### src/pmwc_map.vh
/*
 Constants for the power mode and wakeup controller: mode codes,
 boot source codes, state codes, clock source codes, reset stretch.
 Assumes inclusion by pmwc_ctrl.v, the assertion module and the bench.
*/
`ifndef PMWC_MAP_VH
`define PMWC_MAP_VH

// ============================================================
// requested low-power mode (software configuration)
`define PMWC_MODE_SLEEP 2'h0
`define PMWC_MODE_DEEP 2'h1
`define PMWC_MODE_STANDBY 2'h2

// ============================================================
// boot source codes
`define PMWC_BOOT_FLASH 2'h0
`define PMWC_BOOT_SYSMEM 2'h1
`define PMWC_BOOT_SRAM 2'h2

// ============================================================
// system clock source select
`define PMWC_CLK_INTERNAL 2'h0
`define PMWC_CLK_EXTERNAL 2'h1
`define PMWC_CLK_PLL 2'h2

// ============================================================
// one-hot states
`define PMWC_ST_RUN 4'h1
`define PMWC_ST_SLEEP 4'h2
`define PMWC_ST_DEEP 4'h4
`define PMWC_ST_STANDBY 4'h8

// ============================================================
// widths and counts
`define PMWC_EXT_LINES 16
`define PMWC_RESET_STRETCH_NS 100
`define PMWC_CLK_PERIOD_NS 10
`define PMWC_RST_CNT_W 4

`endif

### src/pmwc_ctrl.v
/*
 Power mode and wakeup controller: run, sleep, deep-sleep and standby
 sequencing, wakeup source gathering, system reset generation, supply
 warning and boot source capture.
 Assumes all inputs synchronous to sys_clk; wakeup sources stay powered
 (always-on domain) and the core raises sleep_request for one cycle
 when it executes its wait-for-interrupt instruction.
*/
// What this block does
// - sleep gates core clock only
// - any interrupt or event ends sleep
// - deep-sleep stops core clocks, oscillators, PLL
// - deep-sleep keeps SRAM and register retention
// - deep-sleep ends on event lines, alarm, monitor
// - leaving deep-sleep selects internal fast oscillator
// - standby powers off domain, regulator, oscillators
// - standby loses state except backup registers
// - standby wakes on four sources only; supply below threshold also ends standby here, through the reset
// - boot pins pick flash, sysmem or SRAM
// - flash boot when nothing else chosen
// - system reset resets core and peripherals
// - hold reset while supply below threshold
// - monitor crossing raises warning interrupt
`timescale 1ns/100ps
`include "pmwc_map.vh"

module pmwc_ctrl (
	input wire sys_clk,
	input wire rst,
	input wire sleep_request,
	input wire [1:0] mode_config,
	input wire [1:0] clk_source_config,
	input wire irq_pending,
	input wire event_pending,
	input wire [15:0] external_event_lines,
	input wire rtc_alarm,
	input wire low_voltage_monitor,
	input wire supply_below_threshold,
	input wire external_reset_pin,
	input wire independent_watchdog,
	input wire wakeup_pin,
	input wire boot_select_pin,
	input wire boot_select_aux,
	output reg core_clk_en,
	output reg periph_clk_en,
	output reg internal_fast_osc_en,
	output reg external_fast_osc_en,
	output reg pll_en,
	output reg [1:0] sys_clk_source,
	output reg core_regulator_en,
	output reg domain_power_en,
	output reg retention_en,
	output reg state_lost,
	output reg sys_reset,
	output reg low_voltage_irq,
	output reg [1:0] boot_source,
	output reg [3:0] power_state
);

	localparam [3:0] ST_RUN = `PMWC_ST_RUN;
	localparam [3:0] ST_SLEEP = `PMWC_ST_SLEEP;
	localparam [3:0] ST_DEEP = `PMWC_ST_DEEP;
	localparam [3:0] ST_STANDBY = `PMWC_ST_STANDBY;
	localparam integer STRETCH_CYC =
		(`PMWC_RESET_STRETCH_NS + `PMWC_CLK_PERIOD_NS - 1) / `PMWC_CLK_PERIOD_NS;
	localparam [`PMWC_RST_CNT_W-1:0] STRETCH_LAST = STRETCH_CYC[`PMWC_RST_CNT_W-1:0];

	// ============================================================
	// helpers
	function [1:0] boot_decode;
		input sel;
		input aux;
		begin
			if (!sel) begin
				boot_decode = `PMWC_BOOT_FLASH;
			end else if (!aux) begin
				boot_decode = `PMWC_BOOT_SYSMEM;
			end else begin
				boot_decode = `PMWC_BOOT_SRAM;
			end
		end
	endfunction

	function at_stretch_end;
		input [`PMWC_RST_CNT_W-1:0] cnt;
		begin
			at_stretch_end = (cnt == STRETCH_LAST);
		end
	endfunction

	// ============================================================
	// edge detection and wakeup gathering
	reg wakeup_pin_prev;
	reg lvm_prev;
	reg [3:0] state;
	reg [3:0] next_state;
	reg [`PMWC_RST_CNT_W-1:0] rst_cnt;
	reg boot_pending;
	reg standby_wake;
	reg [1:0] clk_cfg_seen;
	reg next_core_clk_en;
	reg next_periph_clk_en;
	reg next_internal_fast_osc_en;
	reg next_external_fast_osc_en;
	reg next_pll_en;
	reg [1:0] next_sys_clk_source;
	reg [1:0] next_clk_cfg_seen;
	reg next_core_regulator_en;
	reg next_domain_power_en;
	reg next_retention_en;
	wire wakeup_rise;
	wire lvm_cross;
	wire deep_wake;
	wire reset_cause;
	wire any_reset;
	wire stretch_done;

	assign wakeup_rise = wakeup_pin & ~wakeup_pin_prev;
	assign lvm_cross = low_voltage_monitor ^ lvm_prev;
	// all event-line sources reach the deep-sleep exit
	assign deep_wake = irq_pending | event_pending | (|external_event_lines) |
		rtc_alarm | low_voltage_monitor;
	// exactly the four standby exits
	always @* begin
		standby_wake = external_reset_pin | rtc_alarm | independent_watchdog |
			wakeup_rise;
	end
	// external pin and watchdog reset in any state; a standby exit is a reset too
	assign reset_cause = external_reset_pin | independent_watchdog | supply_below_threshold |
		(state == ST_STANDBY && standby_wake);

	// ============================================================
	// mode sequencing
	always @* begin
		next_state = state;
		case (state)
			ST_RUN: begin
				// the core clock is off during the stretch, so a request then is noise
				if (sleep_request && !sys_reset) begin
					case (mode_config)
						`PMWC_MODE_DEEP: next_state = ST_DEEP;
						`PMWC_MODE_STANDBY: next_state = ST_STANDBY;
						default: next_state = ST_SLEEP;
					endcase
				end
			end
			ST_SLEEP: begin
				if (irq_pending | event_pending) begin
					next_state = ST_RUN;
				end
			end
			ST_DEEP: begin
				if (deep_wake) begin
					next_state = ST_RUN;
				end
			end
			ST_STANDBY: begin
				if (standby_wake) begin
					next_state = ST_RUN;
				end
			end
			default: next_state = ST_RUN;
		endcase
	end

	// ============================================================
	// edge history
	// cleared by rst only, so a pin still high after a standby exit
	// reset is not taken for a second rising edge
	always @(posedge sys_clk) begin
		if (rst) begin
			wakeup_pin_prev <= 1'b0;
			lvm_prev <= 1'b0;
		end else begin
			wakeup_pin_prev <= wakeup_pin;
			lvm_prev <= low_voltage_monitor;
		end
	end

	// ============================================================
	// state register and reset stretch
	assign any_reset = rst | reset_cause;
	assign stretch_done = at_stretch_end(rst_cnt);

	always @(posedge sys_clk) begin
		if (any_reset) begin
			state <= ST_RUN;
			power_state <= ST_RUN;
			rst_cnt <= {`PMWC_RST_CNT_W{1'b0}};
			sys_reset <= 1'b1;
		end else begin
			state <= next_state;
			power_state <= next_state;
			// reset stretched a fixed time after every cause goes away
			if (!stretch_done) begin
				rst_cnt <= rst_cnt + 1'b1;
			end else begin
				sys_reset <= 1'b0;
			end
		end
	end

	// ============================================================
	// boot source capture and state-loss flag
	always @(posedge sys_clk) begin
		if (rst) begin
			boot_pending <= 1'b1;
			state_lost <= 1'b1;
			boot_source <= `PMWC_BOOT_FLASH;
		end else if (reset_cause) begin
			boot_pending <= 1'b1;
			if (state == ST_STANDBY) begin
				state_lost <= 1'b1;
			end
		end else if (boot_pending && stretch_done) begin
			// boot pins sampled once, on the release edge
			boot_source <= boot_decode(boot_select_pin, boot_select_aux);
			boot_pending <= 1'b0;
			state_lost <= 1'b0;
		end
	end

	// ============================================================
	// supply warning, one cycle on either crossing direction
	always @(posedge sys_clk) begin
		if (any_reset) begin
			low_voltage_irq <= 1'b0;
		end else begin
			low_voltage_irq <= lvm_cross;
		end
	end

	// ============================================================
	// clock, oscillator and power enables
	always @* begin
		next_core_clk_en = core_clk_en;
		next_periph_clk_en = periph_clk_en;
		next_internal_fast_osc_en = internal_fast_osc_en;
		next_external_fast_osc_en = external_fast_osc_en;
		next_pll_en = pll_en;
		next_sys_clk_source = sys_clk_source;
		next_clk_cfg_seen = clk_cfg_seen;
		next_core_regulator_en = core_regulator_en;
		next_domain_power_en = domain_power_en;
		next_retention_en = retention_en;
		case (next_state)
			ST_SLEEP: begin
				next_core_clk_en = 1'b0;
				next_periph_clk_en = 1'b1;
			end
			ST_DEEP: begin
				next_core_clk_en = 1'b0;
				next_periph_clk_en = 1'b0;
				next_internal_fast_osc_en = 1'b0;
				next_external_fast_osc_en = 1'b0;
				next_pll_en = 1'b0;
				next_retention_en = 1'b1;
			end
			ST_STANDBY: begin
				next_core_clk_en = 1'b0;
				next_periph_clk_en = 1'b0;
				next_internal_fast_osc_en = 1'b0;
				next_external_fast_osc_en = 1'b0;
				next_pll_en = 1'b0;
				next_core_regulator_en = 1'b0;
				next_domain_power_en = 1'b0;
				next_retention_en = 1'b0;
			end
			default: begin
				// core and peripheral clocks return together at the end of the stretch
				next_retention_en = 1'b0;
				next_core_clk_en = ~sys_reset | stretch_done;
				next_periph_clk_en = ~sys_reset | stretch_done;
				if (state == ST_DEEP) begin
					// oscillators were off, so only internal is sure to run; the
					// old selection stays parked until software writes a new one
					next_internal_fast_osc_en = 1'b1;
					next_sys_clk_source = `PMWC_CLK_INTERNAL;
					next_clk_cfg_seen = clk_source_config;
				end else if (state == ST_RUN && !sys_reset &&
						clk_source_config != clk_cfg_seen) begin
					next_internal_fast_osc_en = 1'b1;
					next_external_fast_osc_en = (clk_source_config == `PMWC_CLK_EXTERNAL);
					next_pll_en = (clk_source_config == `PMWC_CLK_PLL);
					next_sys_clk_source = clk_source_config;
					next_clk_cfg_seen = clk_source_config;
				end
			end
		endcase
	end

	// ============================================================
	// enable registers, back to post-reset values on every reset cause
	always @(posedge sys_clk) begin
		if (any_reset) begin
			core_clk_en <= 1'b0;
			periph_clk_en <= 1'b0;
			internal_fast_osc_en <= 1'b1;
			external_fast_osc_en <= 1'b0;
			pll_en <= 1'b0;
			sys_clk_source <= `PMWC_CLK_INTERNAL;
			clk_cfg_seen <= `PMWC_CLK_INTERNAL;
			core_regulator_en <= 1'b1;
			domain_power_en <= 1'b1;
			retention_en <= 1'b0;
		end else begin
			core_clk_en <= next_core_clk_en;
			periph_clk_en <= next_periph_clk_en;
			internal_fast_osc_en <= next_internal_fast_osc_en;
			external_fast_osc_en <= next_external_fast_osc_en;
			pll_en <= next_pll_en;
			sys_clk_source <= next_sys_clk_source;
			clk_cfg_seen <= next_clk_cfg_seen;
			core_regulator_en <= next_core_regulator_en;
			domain_power_en <= next_domain_power_en;
			retention_en <= next_retention_en;
		end
	end

endmodule

### config.mk
export PLATFORM = sky130hd
export DESIGN_NAME = pmwc_ctrl
export DESIGN_NICKNAME = d
export VERILOG_FILES = /design/src/pmwc_ctrl.v
export VERILOG_INCLUDE_DIRS = /design/src
export SDC_FILE = /design/constraint.sdc
export NUM_CORES = 1
export LEC_CHECK = 0
export BUFFER_PORTS_ARGS = -buffer_cell sky130_fd_sc_hd__buf_2
export CAP_MARGIN = 20
export CORE_ASPECT_RATIO = 0.6
export CORE_MARGIN = 2
export CORE_UTILIZATION = 50
export CTS_BUF_LIST = sky130_fd_sc_hd__clkbuf_8
export DETAILED_ROUTE_END_ITERATION = 6
export GPL_TIMING_DRIVEN = 0
export HOLD_SLACK_MARGIN = 0.02
export PLACE_DENSITY = 0.93
export SYNTH_ARGS = -nofsm -noshare
export SYNTH_HDL_FRONTEND = slang
export SYNTH_SLANG_ARGS = --single-unit
export TNS_END_PERCENT = 20
### constraint.sdc
create_clock -name sys_clk -period 2.4 [get_ports sys_clk]
set_input_delay 0.48 -clock sys_clk [delete_from_list [all_inputs] [get_ports sys_clk]]
set_output_delay 0.48 -clock sys_clk [all_outputs]
set_load 0.01 [all_outputs]
Yosys cells after proc, flatten, opt, wreduce, memory -nomap -nowiden
Cells that the tools add are included.
{"block": "op_classes", "n_mul": 0, "order_cmp": 0, "add_sub_neg": 1, "n_shift": 0, "n_reduce_logical": 20, "n_eq_ne": 15, "div": 0, "mux": 25, "bitwise": 19}
{"op": "$mux 4", "count": 4}
{"op": "$pmux 4 s4", "count": 1}
{"op": "$reduce_or 16->1", "count": 1}
{"op": "$eq 4x4->1 const B", "count": 3}
{"op": "$or 1x1->1", "count": 12}
{"op": "$mux 2", "count": 5}
{"op": "$pmux 1 s2", "count": 5}
{"op": "$mux 1", "count": 9}
{"op": "$eq 4x2->1 const B", "count": 2}
{"op": "$eq 4x3->1 const B", "count": 2}
{"op": "$pmux 4 s2", "count": 1}
{"op": "$reduce_and 2->1", "count": 4}
{"op": "$reduce_bool 2->1", "count": 3}
{"op": "$logic_and 1x1->1", "count": 5}
{"op": "$not 1->1", "count": 5}
{"op": "$add 4x1->4 const B", "count": 1}
{"op": "$eq 2x1->1 const B", "count": 2}
{"op": "$eq 2x2->1 const B", "count": 2}
{"op": "$eq 4x1->1 const B", "count": 1}
{"op": "$reduce_or 2->1", "count": 2}
{"op": "$reduce_or 4->1", "count": 1}
{"op": "$reduce_and 3->1", "count": 1}
{"op": "$reduce_bool 3->1", "count": 1}
{"op": "$reduce_or 3->1", "count": 1}
{"op": "6 further kinds", "count": 6}
{"block": "totals", "input_bits": 33, "mem_bits_rw": 0, "romBits": 0, "latch_bits": 0, "register_bits": 27, "n_memories": 0}

Logic depth before layout (Yosys ltp)
Gate-level depths: netlist of run 1.
{"block": "logic_depth", "depth_word": 10, "depth_mapped": 7, "depth_no_buf": 7}

Worst setup path after synthesis of run 1
OpenSTA, ideal clock, no wires.
{"block": "synth_path", "path_kind": "reg2reg", "startpoint": "register state[3]", "endpoint": "register clk_cfg_seen[0]", "path_slack_ns": 0.159, "period_less_slack_ns": 2.241, "setup_time_ns": 0.120, "path_stages_with_launch": 7, "t_required_ns": 2.280, "arrival_ns": 2.121, "cell_sequence": "dfxtp_1 -> or4b_4 -> nor4b_4 -> a2111oi_4 -> a2111oi_2 -> nand2_2 -> mux2i_1"}
{"block": "synth_via", "elab_chain_len": 6, "word_cells_on_any_way": 22}
{"item": "start: declaration", "line_no": "pmwc_ctrl.v:95", "rtl": "reg [3:0] state;"}
{"item": "start signal: assignment", "line_no": "pmwc_ctrl.v:192", "rtl": "state <= next_state;"}
{"item": "$eq 4x4->1 (tied with other cells)", "line_no": "pmwc_ctrl.v:130, pmwc_ctrl.v:136"}
{"item": "$pmux 4 s4", "line_no": "pmwc_ctrl.v:136", "rtl": "case (state)"}
{"item": "$eq 4x4->1 (tied with other cells)", "line_no": "pmwc_ctrl.v:246", "rtl": "case (next_state)"}
{"item": "$reduce_or 3->1 (no line)"}
{"item": "$not 1->1 (no line)"}
{"item": "$reduce_and 2->1 (no line)"}
{"item": "end signal: assignment", "line_no": "pmwc_ctrl.v:302", "rtl": "clk_cfg_seen <= `PMWC_CLK_INTERNAL;"}
{"item": "end signal: assignment", "line_no": "pmwc_ctrl.v:313", "rtl": "clk_cfg_seen <= next_clk_cfg_seen;"}
{"item": "end: declaration", "line_no": "pmwc_ctrl.v:100", "rtl": "reg [1:0] clk_cfg_seen;"}
Several ways; a longest one is shown, not always the timed one.
A chain may end at the register's enable or synchronous reset.

Final worst setup path of run 1
{"block": "layout_path", "startpoint": "register state[1]", "endpoint": "register external_fast_osc_en"}
{"block": "layout_via", "elab_chain_len": 6, "word_cells_on_any_way": 23}
{"item": "$eq 4x4->1 (tied with other cells)", "line_no": "pmwc_ctrl.v:130, pmwc_ctrl.v:136"}
{"item": "$pmux 4 s4", "line_no": "pmwc_ctrl.v:136"}
{"item": "$eq 4x4->1 or $eq 4x3->1 (tied branches)", "line_no": "pmwc_ctrl.v:246"}
{"item": "$reduce_or 2->1 (no line)"}
{"item": "$ne 2x2->1 (no line) or $reduce_bool 2->1 (tied branches)"}
{"item": "$reduce_and 3->1 (no line)"}
{"item": "end signal: assignment", "line_no": "pmwc_ctrl.v:310", "rtl": "external_fast_osc_en <= next_external_fast_osc_en;"}
{"item": "end: declaration", "line_no": "pmwc_ctrl.v:47", "rtl": "output reg external_fast_osc_en,"}
Several ways; a longest one is shown, not always the timed one.

==> results by group, run 1 <==
Status
  – Status: finished, final reports clean

Drt
  – Final ANT Viol Nets: 0
  – DR iter-0 viols: 60
  – # DRC: 0
  – Total wire length: between 3 and 4 mm
  – Vias: 1,343
  – First-pass detailed-route iteration total: 4
  – Routed len/inst: 13.00 um
  – Via density: about 5.5

Layout
  – Number of diodes: 0
  – Area growth, synth to finish: 27.98%
  – Final Instance Area: 0.001774 mm^2
  – Nets: 250
  – Filler Cell Count: 197
  – Share of layout cells above drive strength 1: 0.3538

Worst setup path
  – RR Startpoint: state[1]
  – Setup crit start kind: flip-flop
  – Worst Path Required: approximately 2.6 ns
  – Worst Setup SP: state[1]
  – Setup crit end kind: flip-flop
  – Worst R2R Path Depth: 7
  – WP data arrival: 2.49 ns
  – Reg2Reg Setup Slack: roughly 0.12 ns
  – Crit path max fanout: 8
  – Worst flop-to-flop path endpoint: external_fast_osc_en
  – Setup CP Type: reg2reg

Yosys
  – Synthesized flop and latch total: 27
  – Number of synthesized flops with an enable pin: 0
  – Synth top area share: 0.3899
  – Count leader, synth: dfxtp_1
  – Synthesized net count: roughly 190
  – Synth top cells by count: dfxtp_1 (27), nand2_1 (18), nor2_1 (17)
  – Synthesized netlist cell count: 156
  – Synth top area cells: dfxtp_1 (39%), nand2_1 (4.9%), nor2_1 (4.6%), ha_1 (3.6%), xor2_1 (3.2%)
  – Syn avg cell area: about 9 um^2
  – Synth area leader: dfxtp_1
  – Post-synth cell types: between 40 and 50
  – Seq/Total Area, Yosys: 0.3899
  – Area of the mapped netlist: 0.001386 mm^2
  – Post-synth ARST share: 0
  – Syn. warnings: 0
  – Main flop type after synthesis: dfxtp_1

Placement
  – Placed cell areas: 0.001682 mm^2
  – Worst slack, placed: -0.2407 ns
  – HPWL Detailed: 2.375 mm
  – Port bufs: 51
  – Placer Congestion: 0.7945

Pwr
  – P_sw: 0.0001793 W
  – Clock Power Share: 0.341
  – Sw Ratio: 0.2296
  – Pwr dens: 440.2 mW/mm^2
  – Peak VDD IR: roughly 0.00032 V
  – Seq pwr share: 0.578
  – Total Power: 0.0007809 W
  – Combinational share of power: 0.081
  – Static leakage: 0.7761 nW
  – Internal power: 0.0006016 W

Global routing
  – Gr usage total: 0.2012
  – Total gr overflow: 0
  – Vias in the first global route: 1,070
  – Initial antenna violation count: 0
  – First-pass GRT wire length: 4.926 mm
  – Largest net degree at the start of global routing: 17

Timing
  – Hold Slack: 0.4292 ns
  – Tmin final: ~2.3 ns
  – Max Slew Vio Count: 0
  – RSZ-0062 raised after global routing: false
  – Slew headroom: 0.6743
  – Final period util: 0.9495
  – Maximum clock frequency: 0.4388 GHz
  – Fin. Hold Viols: 0
  – Setup WS post-layout: 0.1213 ns
  – Worst Max-Slew Pin Slew: 0.4886 ns
  – Final Skew: around 0.0033 ns
  – Final-report setup violation count: 0

Floorplan
  – Full die area: 0.003224 mm^2
  – Core ar.: ~0.0026 mm^2
  – Initial core utilization: 0.5384
  – Core Rows: 14
  – Io pins: 52
  – Die Y: 44.79 um
  – Die X: a little over 70 um

Clocking
  – Clk slew on worst S/H paths: 0.09 ns
  – Clock buffer depth: 2
  – Clock sinks: 27
  – Htree depth: 1
  – CTS root buf: clkbuf_8
  – Clk_lat worst skew: 0.28 ns
  – CTS tree: yes
  – CTS buffer count: 3

Min path
  – Worst hold endpoint: boot_source[0]
  – Hold Crit Class: in2reg
  – Worst Hold Depth: 2
  – Hold Startpoint: rst

Job
  – Max-Cap Viols: 0
cells in the final DEF (no fill, tap or decap), types with 3 or more instances in the layout:
| cell | Yosys | final |
|---|---|---|
| nor4_1 | 5 | 5 |
| nand2_1 | 18 | 18 |
| clkbuf_8 | 0 | 3 |
| dfxtp_1 | 27 | 25 |
| nor2_1 | 17 | 17 |
| a31oi_1 | 3 | 3 |
| nand3_1 | 6 | 6 |
| nand2b_1 | 5 | 5 |
| inv_1 | 6 | 6 |
| ha_1 | 4 | 4 |
| xnor2_1 | 3 | 3 |
| nand3b_1 | 3 | 3 |
| xor2_1 | 5 | 5 |
| buf_2 | 0 | 51 |
| a21oi_1 | 8 | 8 |
| o21ai_0 | 4 | 4 |
| mux2i_1 | 4 | 4 |
power groups by stage:
stage	Sequential (W)	Combinational, W	Clock, W
finish	0.000451	0.0000634	0.000266
global route	0.000452	0.0000702	0.000288
CTS	0.000451	0.0000631	0.000272
detailed placement	0.000462	0.0000628	0
global placement	0.000462	0.0000611	0
floorplan	0.000462	0.0000258	0
registers in the layout, summed over array words and instances (netlist names), 2 cells and up:
signal / flops
state: 4
clk_cfg_seen: 2
rst_cnt: 4
sys_clk_source: 2
boot_source: 2
worst max-delay path, stage by stage, from the launching register on:
cell and delay [ns]:
dfxtp_1 0.43, or4b_4 0.61, nor4b_4 0.35, a2111oi_4 0.08
buf_4 0.19, nor4b_1 0.28, nand2_1 0.09, a31oi_1 0.17
kinds of logic (layout without fill, tap and decap cells):
family,count (synthesis),count (layout),share of synthesized area
buffers and inverters,9,65,0.03249
AOI/OAI and AO/OA,26,26,0.1390
and+or+nand+nor,78,78,0.3231
DFF,27,27,0.3899
muxes,4,4,0.02888
adders and majority gates,4,4,0.03610
xor gates and xnor gates,8,8,0.05054
what timing repair did:
| item | CTS | global route |
|---|---|---|
| hold buffers | 0 | 0 |
| resized for setup | 2 | 4 |
| setup endpoints to repair | 7 | 7 |
| pin swaps | 0 | 2 |
| endpoints found under the hold margin | 0 | 0 |
| setup buffers | 0 | 1 |
layout make-up:
type / instances / area [um^2] / share of cell area
Multi-Input combinational cell: 120 / 834.6 / 0.4704
Clock inverter: 1 / 7.507 / 0.004231
Timing Repair Buffer: 52 / 262.8 / 0.1481
Sequential cell: 27 / 543.0 / 0.3061
Tap cell: 32 / 40.04 / 0.02257
Buffer: 3 / 22.52 / 0.01269
Inverter: 6 / 22.52 / 0.01269
Clock buffer: 3 / 41.29 / 0.02327
how the worst max path moves through the flow:
stage / end / slack [ns] / depth (start not counted)
after global placement: clk_cfg_seen[0] / -0.16 / 6
final: external_fast_osc_en / 0.12 / 7
after detailed placement: clk_cfg_seen[0] / -0.24 / 6
after global routing: external_fast_osc_en / 0.02 / 7
after CTS: clk_cfg_seen[0] / 0.01 / 6
after floorplan: clk_cfg_seen[0] / 0.16 / 6
per-stage QoR:
step	utilization	std cells	TNS [ns]
global placement	0.6531	239	-0.7600
global route	0.6890	244	0
floorplan	-	156	0
finish	0.6890	244	0
detailed placement	0.6531	239	-1.184
CTS	0.6749	243	0
metal layers:
metal	vias up	global-route usage	routed length, um
met1	626	0.2922	1593
met3	5	0.05580	225
met5	-	0	0
li1	669	-	-
met4	0	0.05660	32
met2	43	0.2944	1320
Note: power is estimated with default switching activity, not from simulation.
==> run 2: changes to the inputs <==
--- a/config.mk
+++ b/config.mk
@@ -6,16 +6,16 @@
 export SDC_FILE = /design/constraint.sdc
 export NUM_CORES = 1
 export LEC_CHECK = 0
-export BUFFER_PORTS_ARGS = -buffer_cell sky130_fd_sc_hd__buf_2
 export CAP_MARGIN = 20
-export CORE_ASPECT_RATIO = 0.6
 export CORE_MARGIN = 2
-export CORE_UTILIZATION = 50
+export CORE_UTILIZATION = 65
 export CTS_BUF_LIST = sky130_fd_sc_hd__clkbuf_8
 export DETAILED_ROUTE_END_ITERATION = 6
+export DONT_BUFFER_PORTS = 1
 export GPL_TIMING_DRIVEN = 0
 export HOLD_SLACK_MARGIN = 0.02
 export PLACE_DENSITY = 0.93
+export SKIP_CTS_REPAIR_TIMING = 1
 export SYNTH_ARGS = -nofsm -noshare
 export SYNTH_HDL_FRONTEND = slang
 export SYNTH_SLANG_ARGS = --single-unit
==> run 2 against run 1 <==
Effect of this change:
- worst hold slack got worse by 0.17 ns
- wire length increased by 9.3%
- sequential cell count unchanged
- sequential share of layout area increased by 5.0 points
- worst setup slack got worse by 0.083 ns
- cell count decreased by 23%
==> results by group, run 2 (same netlist as run 1, synthesis figures left out) <==
Layout
  – Sequential standard cell area: 548.0 um^2 (was 543.0 um^2)
  – Share of layout cells above drive strength 1: 0.1728 (was 0.3538)
  – Most frequent cells in the layout: dfxtp_1 (23), nand2_1 (18), nor2_1 (17) (was buf_2 (51), dfxtp_1 (25), nand2_1 (18))
  – Final Instance Count excl. Fillers: 189 (was 244)
  – Area of the multi-input gates: 849.6 um^2 (was 834.6 um^2)
  – Fin util: 0.7759 (was 0.6890)
  – Largest registers: rst_cnt: 4 flops, state: 4 flops (unchanged)
  – Filler Cell Count: 131 (was 197)
  – Number of diodes: 0 (unchanged)
  – Area growth, synth to finish: 10.92% (was 27.98%)
  – Most common cell after layout, fill and taps aside: dfxtp_1 (was buf_2)
  – Final Instance Area: 0.001538 mm^2 (was 0.001774 mm^2)
  – Nets: 200 (was 250)

Floorplan
  – Initial core utilization: 0.6995 (was 0.5384)
  – Core Rows: 16 (was 14)
  – Die X: 50.18 um (was 71.98 um)
  – Io pins: 52 (unchanged)
  – Die Y: 50.18 um (was 44.79 um)
  – Full die area: 0.002518 mm^2 (was 0.003224 mm^2)
  – Core ar.: 0.001982 mm^2 (was 0.002575 mm^2)

Placement
  – Worst slack, placed: -0.2746 ns (was -0.2407 ns)
  – Placer Congestion: 0.8296 (was 0.7945)
  – HPWL Detailed: 2.387 mm (was 2.375 mm)
  – Inst Count DP: 183 (was 239)
  – Port bufs: 0 (was 51)
  – Placed cell areas: 0.001420 mm^2 (was 0.001682 mm^2)

Worst setup path
  – Crit path max fanout: 8 (unchanged)
  – Setup crit start kind: flip-flop (unchanged)
  – WP data arrival: 2.56 ns (was 2.49 ns)
  – CP endpoint: sys_clk_source[0] (was external_fast_osc_en)
  – Delay of the slowest cell on the worst path: 0.59 ns (was 0.61 ns)
  – Worst flop-to-flop path endpoint: sys_clk_source[0] (was external_fast_osc_en)
  – CP cell instances: or4b_4, nor4b_4, a2111oi_4, a2111oi_4, nand2_2, mux2i_1 (was or4b_4, nor4b_4, a2111oi_4, buf_4, nor4b_1, nand2_1, a31oi_1)
  – CP max-delay cell: or4b_4 (unchanged)
  – Setup CP Type: reg2reg (unchanged)
  – Worst Setup SP: state[1] (unchanged)
  – Worst R2R Path Depth: 6 (was 7)
  – CP most frequent cell: a2111oi_4
  – Reg2Reg Setup Slack: 0.04 ns (was 0.12 ns)
  – RR Startpoint: state[1] (unchanged)
  – Setup crit end kind: flip-flop (unchanged)
  – Worst Path Required: 2.60 ns (was 2.61 ns)

Clocking
  – Clk slew on worst S/H paths: 0.09 ns (about the same)
  – Clock buffer depth: 2 (unchanged)
  – Clock sinks: 27 (unchanged)
  – CTS root buf: clkbuf_8 (unchanged)
  – Clk_lat worst skew: 0.27 ns (was 0.28 ns)
  – CTS buffer count: 3 (unchanged)
  – Htree depth: 1 (unchanged)
  – CTS tree: yes (unchanged)

Timing
  – Maximum clock frequency: 0.4235 GHz (was 0.4388 GHz)
  – Final-report setup violation count: 0 (unchanged)
  – Fin. Hold Viols: 0 (unchanged)
  – Final Skew: 0.003183 ns (was 0.003256 ns)
  – Slew headroom: 0.6307 (was 0.6743)
  – Tmin final: 2.361 ns (was 2.279 ns)
  – Setup WS post-layout: 0.03872 ns (was 0.1213 ns)
  – Max Slew Vio Count: 0 (unchanged)
  – Hold Slack: 0.2606 ns (was 0.4292 ns)
  – Worst Max-Slew Pin Slew: 0.5540 ns (was 0.4886 ns)
  – Final period util: 0.9839 (was 0.9495)

Global routing
  – Initial antenna violation count: 0 (unchanged)
  – Total gr overflow: 0 (unchanged)
  – GR Util met2: 0.4868 (was 0.2944)
  – Largest net degree at the start of global routing: 16 (was 17)
  – Met3 GRT Util: 0.06845 (was 0.05580)
  – Met1 Use GR: 0.3048 (was 0.2922)
  – First-pass GRT wire length: 5.292 mm (was 4.926 mm)
  – Gr usage total: 0.2730 (was 0.2012)
  – Vias in the first global route: 1,233 (was 1,070)
  – Top Usage Layer GRT: met2 (unchanged)

Pwr
  – Internal power: 0.0005808 W (was 0.0006016 W)
  – Clock Power Share: 0.348 (was 0.341)
  – P_sw: 0.0001590 W (was 0.0001793 W)
  – Peak VDD IR: 0.0003591 V (was 0.0003179 V)
  – Combinational share of power: 0.043 (was 0.081)
  – Sw Ratio: 0.2149 (was 0.2296)
  – Seq pwr share: 0.609 (was 0.578)
  – Pwr dens: 481.1 mW/mm^2 (was 440.2 mW/mm^2)
  – Static leakage: 0.5747 nW (was 0.7761 nW)

Drt
  – Final ANT Viol Nets: 0 (unchanged)
  – # DRC: 0 (unchanged)
  – Total wire length: 3.466 mm (was 3.172 mm)
  – First-pass detailed-route iteration total: 4 (unchanged)
  – Via density: 6.413 (was 5.504)
  – DR iter-0 viols: 52 (was 60)
  – Routed len/inst: 18.34 um (was 13.00 um)
  – Vias: 1,212 (was 1,343)

Job
  – Max-Cap Viols: 0 (unchanged)

Status
  – Status: finished, final reports clean (unchanged)

Min path
  – Hold Crit Class: in2reg (unchanged)
[run 2: cell type report]
type,instances,share of cell area
Multi-Input combinational cell,120,0.5525
Sequential cell,27,0.3564
Clock buffer,3,0.02685
Tap cell,27,0.02197
Buffer,3,0.01465
Inverter,6,0.01465
Timing Repair Buffer,2,0.009764
Clock inverter,1,0.003255
[run 2: power groups by stage]
stage | logic (W) | registers, W | clock network [W]
2_1_floorplan | 0.0000258 | 0.000462 | 0
3_3_place_gp | 0.0000291 | 0.000462 | 0
3_5_place_dp | 0.0000304 | 0.000462 | 0
4_1_cts | 0.0000308 | 0.000452 | 0.000257
5_1_grt | 0.0000353 | 0.000451 | 0.000274
6_report | 0.0000316 | 0.000450 | 0.000258
[run 2: stage by stage]
stage	power (W)	setup TNS [ns]
2_1_floorplan	0.0004877	0
3_3_place_gp	0.0004911	-0.4355
3_5_place_dp	0.0004926	-1.362
4_1_cts	0.0007394	-1.932
5_1_grt	0.0007606	-0.04014
6_report	0.0007398	0
[run 2: routing by layer]
layer  vias to the layer above  wire [um]
li1                        567          -
met1                       565       1329
met2                        68       1743
met3                        12        287
met4                         0        106
met5                         -          0
[run 2: worst max-delay path, delay by kind of cell (launching register included)]
family             cells  cell delay (ns)
muxes                  1             0.20
DFF                    1             0.41
AOI/OAI and AO/OA      2             0.48
and+or+nand+nor        3             1.19
[run 2: worst min path at each step]
stage / from / to / cells past startpoint
floorplan: boot_pending / boot_pending / 2
finish: rst / boot_source[0] / 1
detailed placement: boot_pending / boot_pending / 2
CTS: rst / boot_source[0] / 1
global placement: boot_pending / boot_pending / 2
global route: rst / boot_source[0] / 1
==> run 3: changes to the inputs <==
--- a/config.mk
+++ b/config.mk
@@ -7,14 +7,15 @@
 export NUM_CORES = 1
 export LEC_CHECK = 0
 export CAP_MARGIN = 20
+export CORE_ASPECT_RATIO = 0.6
 export CORE_MARGIN = 2
-export CORE_UTILIZATION = 65
+export CORE_UTILIZATION = 58
 export CTS_BUF_LIST = sky130_fd_sc_hd__clkbuf_8
 export DETAILED_ROUTE_END_ITERATION = 6
 export DONT_BUFFER_PORTS = 1
 export GPL_TIMING_DRIVEN = 0
 export HOLD_SLACK_MARGIN = 0.02
-export PLACE_DENSITY = 0.93
+export PLACE_DENSITY = 0.88
 export SKIP_CTS_REPAIR_TIMING = 1
 export SYNTH_ARGS = -nofsm -noshare
 export SYNTH_HDL_FRONTEND = slang
==> constraint.sdc (replaced) <==
create_clock -name sys_clk -period 2 [get_ports sys_clk]
set_input_delay 0.4 -clock sys_clk [delete_from_list [all_inputs] [get_ports sys_clk]]
set_output_delay 0.4 -clock sys_clk [all_outputs]
set_load 0.01 [all_outputs]
==> run 3 against run 2 <==
Effect of this change:
- the run now ends with negative setup slack left
- wire length rose by 2.1%
- clock power rose by 26%
- cell count up 2.6%
- core utilization shrank 4.8 points
- largest power group unchanged
==> results by group, run 3 (same netlist as run 1, synthesis figures left out) <==
Floorplan
  – Die X: 67.12 um (was 50.18 um)
  – Io pins: 52 (unchanged)
  – Core ar.: 0.002212 mm^2 (was 0.001982 mm^2)
  – Die Y: 41.87 um (was 50.18 um)
  – Core Rows: 13 (was 16)
  – Initial core utilization: 0.6267 (was 0.6995)
  – Full die area: 0.002810 mm^2 (was 0.002518 mm^2)

Timing
  – Final-report setup violation count: 16 (was 0)
  – Setup WS post-layout: -0.1788 ns (was 0.03872 ns)
  – Slew headroom: 0.6529 (was 0.6307)
  – RSZ-0062 raised after global routing: true
  – Final period util: 1.089 (was 0.9839)
  – Final Skew: 0.005566 ns (was 0.003183 ns)
  – Worst Max-Slew Pin Slew: 0.5206 ns (was 0.5540 ns)
  – Maximum clock frequency: 0.4590 GHz (was 0.4235 GHz)
  – Max Slew Vio Count: 0 (unchanged)
  – Fin. Hold Viols: 0 (unchanged)
  – Setup TNS Final: -1.496 ns (was 0 ns)
  – Tmin final: 2.179 ns (was 2.361 ns)

Global routing
  – Vias in the first global route: 1,145 (was 1,233)
  – Gr usage total: 0.2467 (was 0.2730)
  – Total gr overflow: 0 (unchanged)
  – First-pass GRT wire length: 5.223 mm (was 5.292 mm)
  – Initial antenna violation count: 0 (unchanged)
  – Largest net degree at the start of global routing: 18 (was 16)

Worst setup path
  – CP max-delay cell: or4b_4 (unchanged)
  – Worst flop-to-flop path endpoint: clk_cfg_seen[1] (was sys_clk_source[0])
  – Worst Setup SP: state[2] (was state[1])
  – WP data arrival: 2.39 ns (was 2.56 ns)
  – Setup crit end kind: flip-flop (unchanged)
  – Setup crit start kind: flip-flop (unchanged)
  – Reg2Reg Setup Slack: -0.18 ns (was 0.04 ns)
  – Worst R2R Path Depth: 7 (was 6)
  – CP endpoint: clk_cfg_seen[1] (was sys_clk_source[0])
  – RR Startpoint: state[2] (was state[1])
  – CP cell instances: or4b_4, nor4b_4, buf_4, a21oi_2, a21o_4, nand2_4, mux2i_1 (was or4b_4, nor4b_4, a2111oi_4, a2111oi_4, nand2_2, mux2i_1)
  – Crit path max fanout: 8 (unchanged)
  – Setup CP Type: reg2reg (unchanged)
  – Worst Path Required: 2.21 ns (was 2.60 ns)
  – Delay of the slowest cell on the worst path: 0.59 ns (about the same)

Drt
  – Routed len/inst: 18.24 um (was 18.34 um)
  – Via density: 6.325 (was 6.413)
  – First-pass detailed-route iteration total: 4 (unchanged)
  – Vias: 1,227 (was 1,212)
  – Total wire length: 3.539 mm (was 3.466 mm)
  – Final ANT Viol Nets: 0 (unchanged)
  – # DRC: 0 (unchanged)
  – DR iter-0 viols: 78 (was 52)

Layout
  – Fin util: 0.7279 (was 0.7759)
  – Number of diodes: 0 (unchanged)
  – Area growth, synth to finish: 16.15% (was 10.92%)
  – Largest registers: rst_cnt: 4 flops, state: 4 flops (unchanged)
  – Most frequent cells in the layout: dfxtp_1 (23), nand2_1 (18), nor2_1 (17) (unchanged)
  – Filler Cell Count: 163 (was 131)
  – Nets: 202 (was 200)
  – Most common cell after layout, fill and taps aside: dfxtp_1 (unchanged)
  – Final Instance Count excl. Fillers: 194 (was 189)
  – Share of layout cells above drive strength 1: 0.2073 (was 0.1728)

Clocking
  – Clock sinks: 27 (unchanged)
  – CTS buffer count: 3 (unchanged)
  – Clk slew on worst S/H paths: 0.10 ns (was 0.09 ns)
  – Clk_lat worst skew: 0.28 ns (was 0.27 ns)
  – Htree depth: 1 (unchanged)
  – CTS root buf: clkbuf_8 (unchanged)
  – CTS tree: yes (unchanged)
  – Clock buffer depth: 2 (unchanged)

Placement
  – Port bufs: 0 (unchanged)
  – HPWL Detailed: 2.450 mm (was 2.387 mm)
  – Placer Congestion: 0.8954 (was 0.8296)
  – Worst slack, placed: -0.3641 ns (was -0.2746 ns)
  – Inst Count DP: 186 (was 183)

Min path
  – Hold Crit Class: in2reg (unchanged)

Job
  – Max-Cap Viols: 0 (unchanged)

Status
  – Status: finished with violations (was finished, final reports clean)
  – Failing checks: negative setup slack

Pwr
  – Peak VDD IR: 0.0005712 V (was 0.0003591 V)
  – Total Power: 0.0009029 W (was 0.0007398 W)
  – Pwr dens: 560.7 mW/mm^2 (was 481.1 mW/mm^2)
  – Static leakage: 0.6041 nW (was 0.5747 nW)
[run 3: cell types whose count changed in the layout (fill, tap and decap cells not counted), sizes merged]
| cell | previous run | this run |
|---|---|---|
| buf | 4 | 6 |
| clkinv | 1 | 0 |
| inv | 6 | 7 |
[run 3: cell type report]
cell class | count | area [um^2] | area share
sequential | 27 | 553.0 | 0.3434
timing repair buffer | 4 | 33.78 | 0.02098
tap | 30 | 37.54 | 0.02331
clock inverter | 1 | 8.758 | 0.005439
clock buffer | 3 | 41.29 | 0.02564
buffer | 3 | 22.52 | 0.01399
multi-input combinational | 120 | 890.9 | 0.5532
inverter | 6 | 22.52 | 0.01399
[run 3: worst min path at each step]
stage                  from               to  slack [ns]  depth (start not counted)
5_1_grt                 rst  wakeup_pin_prev        0.16                          1
3_5_place_dp   boot_pending     boot_pending        0.45                          2
4_1_cts                 rst   boot_source[0]        0.18                          1
6_report                rst  wakeup_pin_prev        0.17                          1
3_3_place_gp   boot_pending     boot_pending        0.43                          2
2_1_floorplan  boot_pending     boot_pending        0.41                          2
[run 3: critical path, delay by kind of cell (launching register included)]
kind,cells,cell delay [ns]
flip-flops,1,0.41
AND/OR/NAND/NOR,3,1.05
multiplexers,1,0.19
buffers and inverters,1,0.18
AO/OA/AOI/OAI,2,0.28
[run 3: layer usage]
layer | GRT usage | routed length (um)
met5 | 0 | 0
met4 | 0.07755 | 76
met3 | 0.08130 | 268
met2 | 0.3743 | 1722
met1 | 0.3311 | 1472
[run 3: power breakdown]
part            total, W  switching (W)  internal, W
clock network   0.000325       0.000178     0.000146
registers       0.000538     0.00000222     0.000536
logic          0.0000398      0.0000206    0.0000192
[run 3: stage by stage]
stage / area [um^2] / hold WS [ns]
CTS: 1483 / 0.1761
finish: 1610 / 0.1728
global placement: 1433 / 0.4302
global route: 1610 / 0.1615
detailed placement: 1433 / 0.4480
floorplan: 1395 / 0.4143
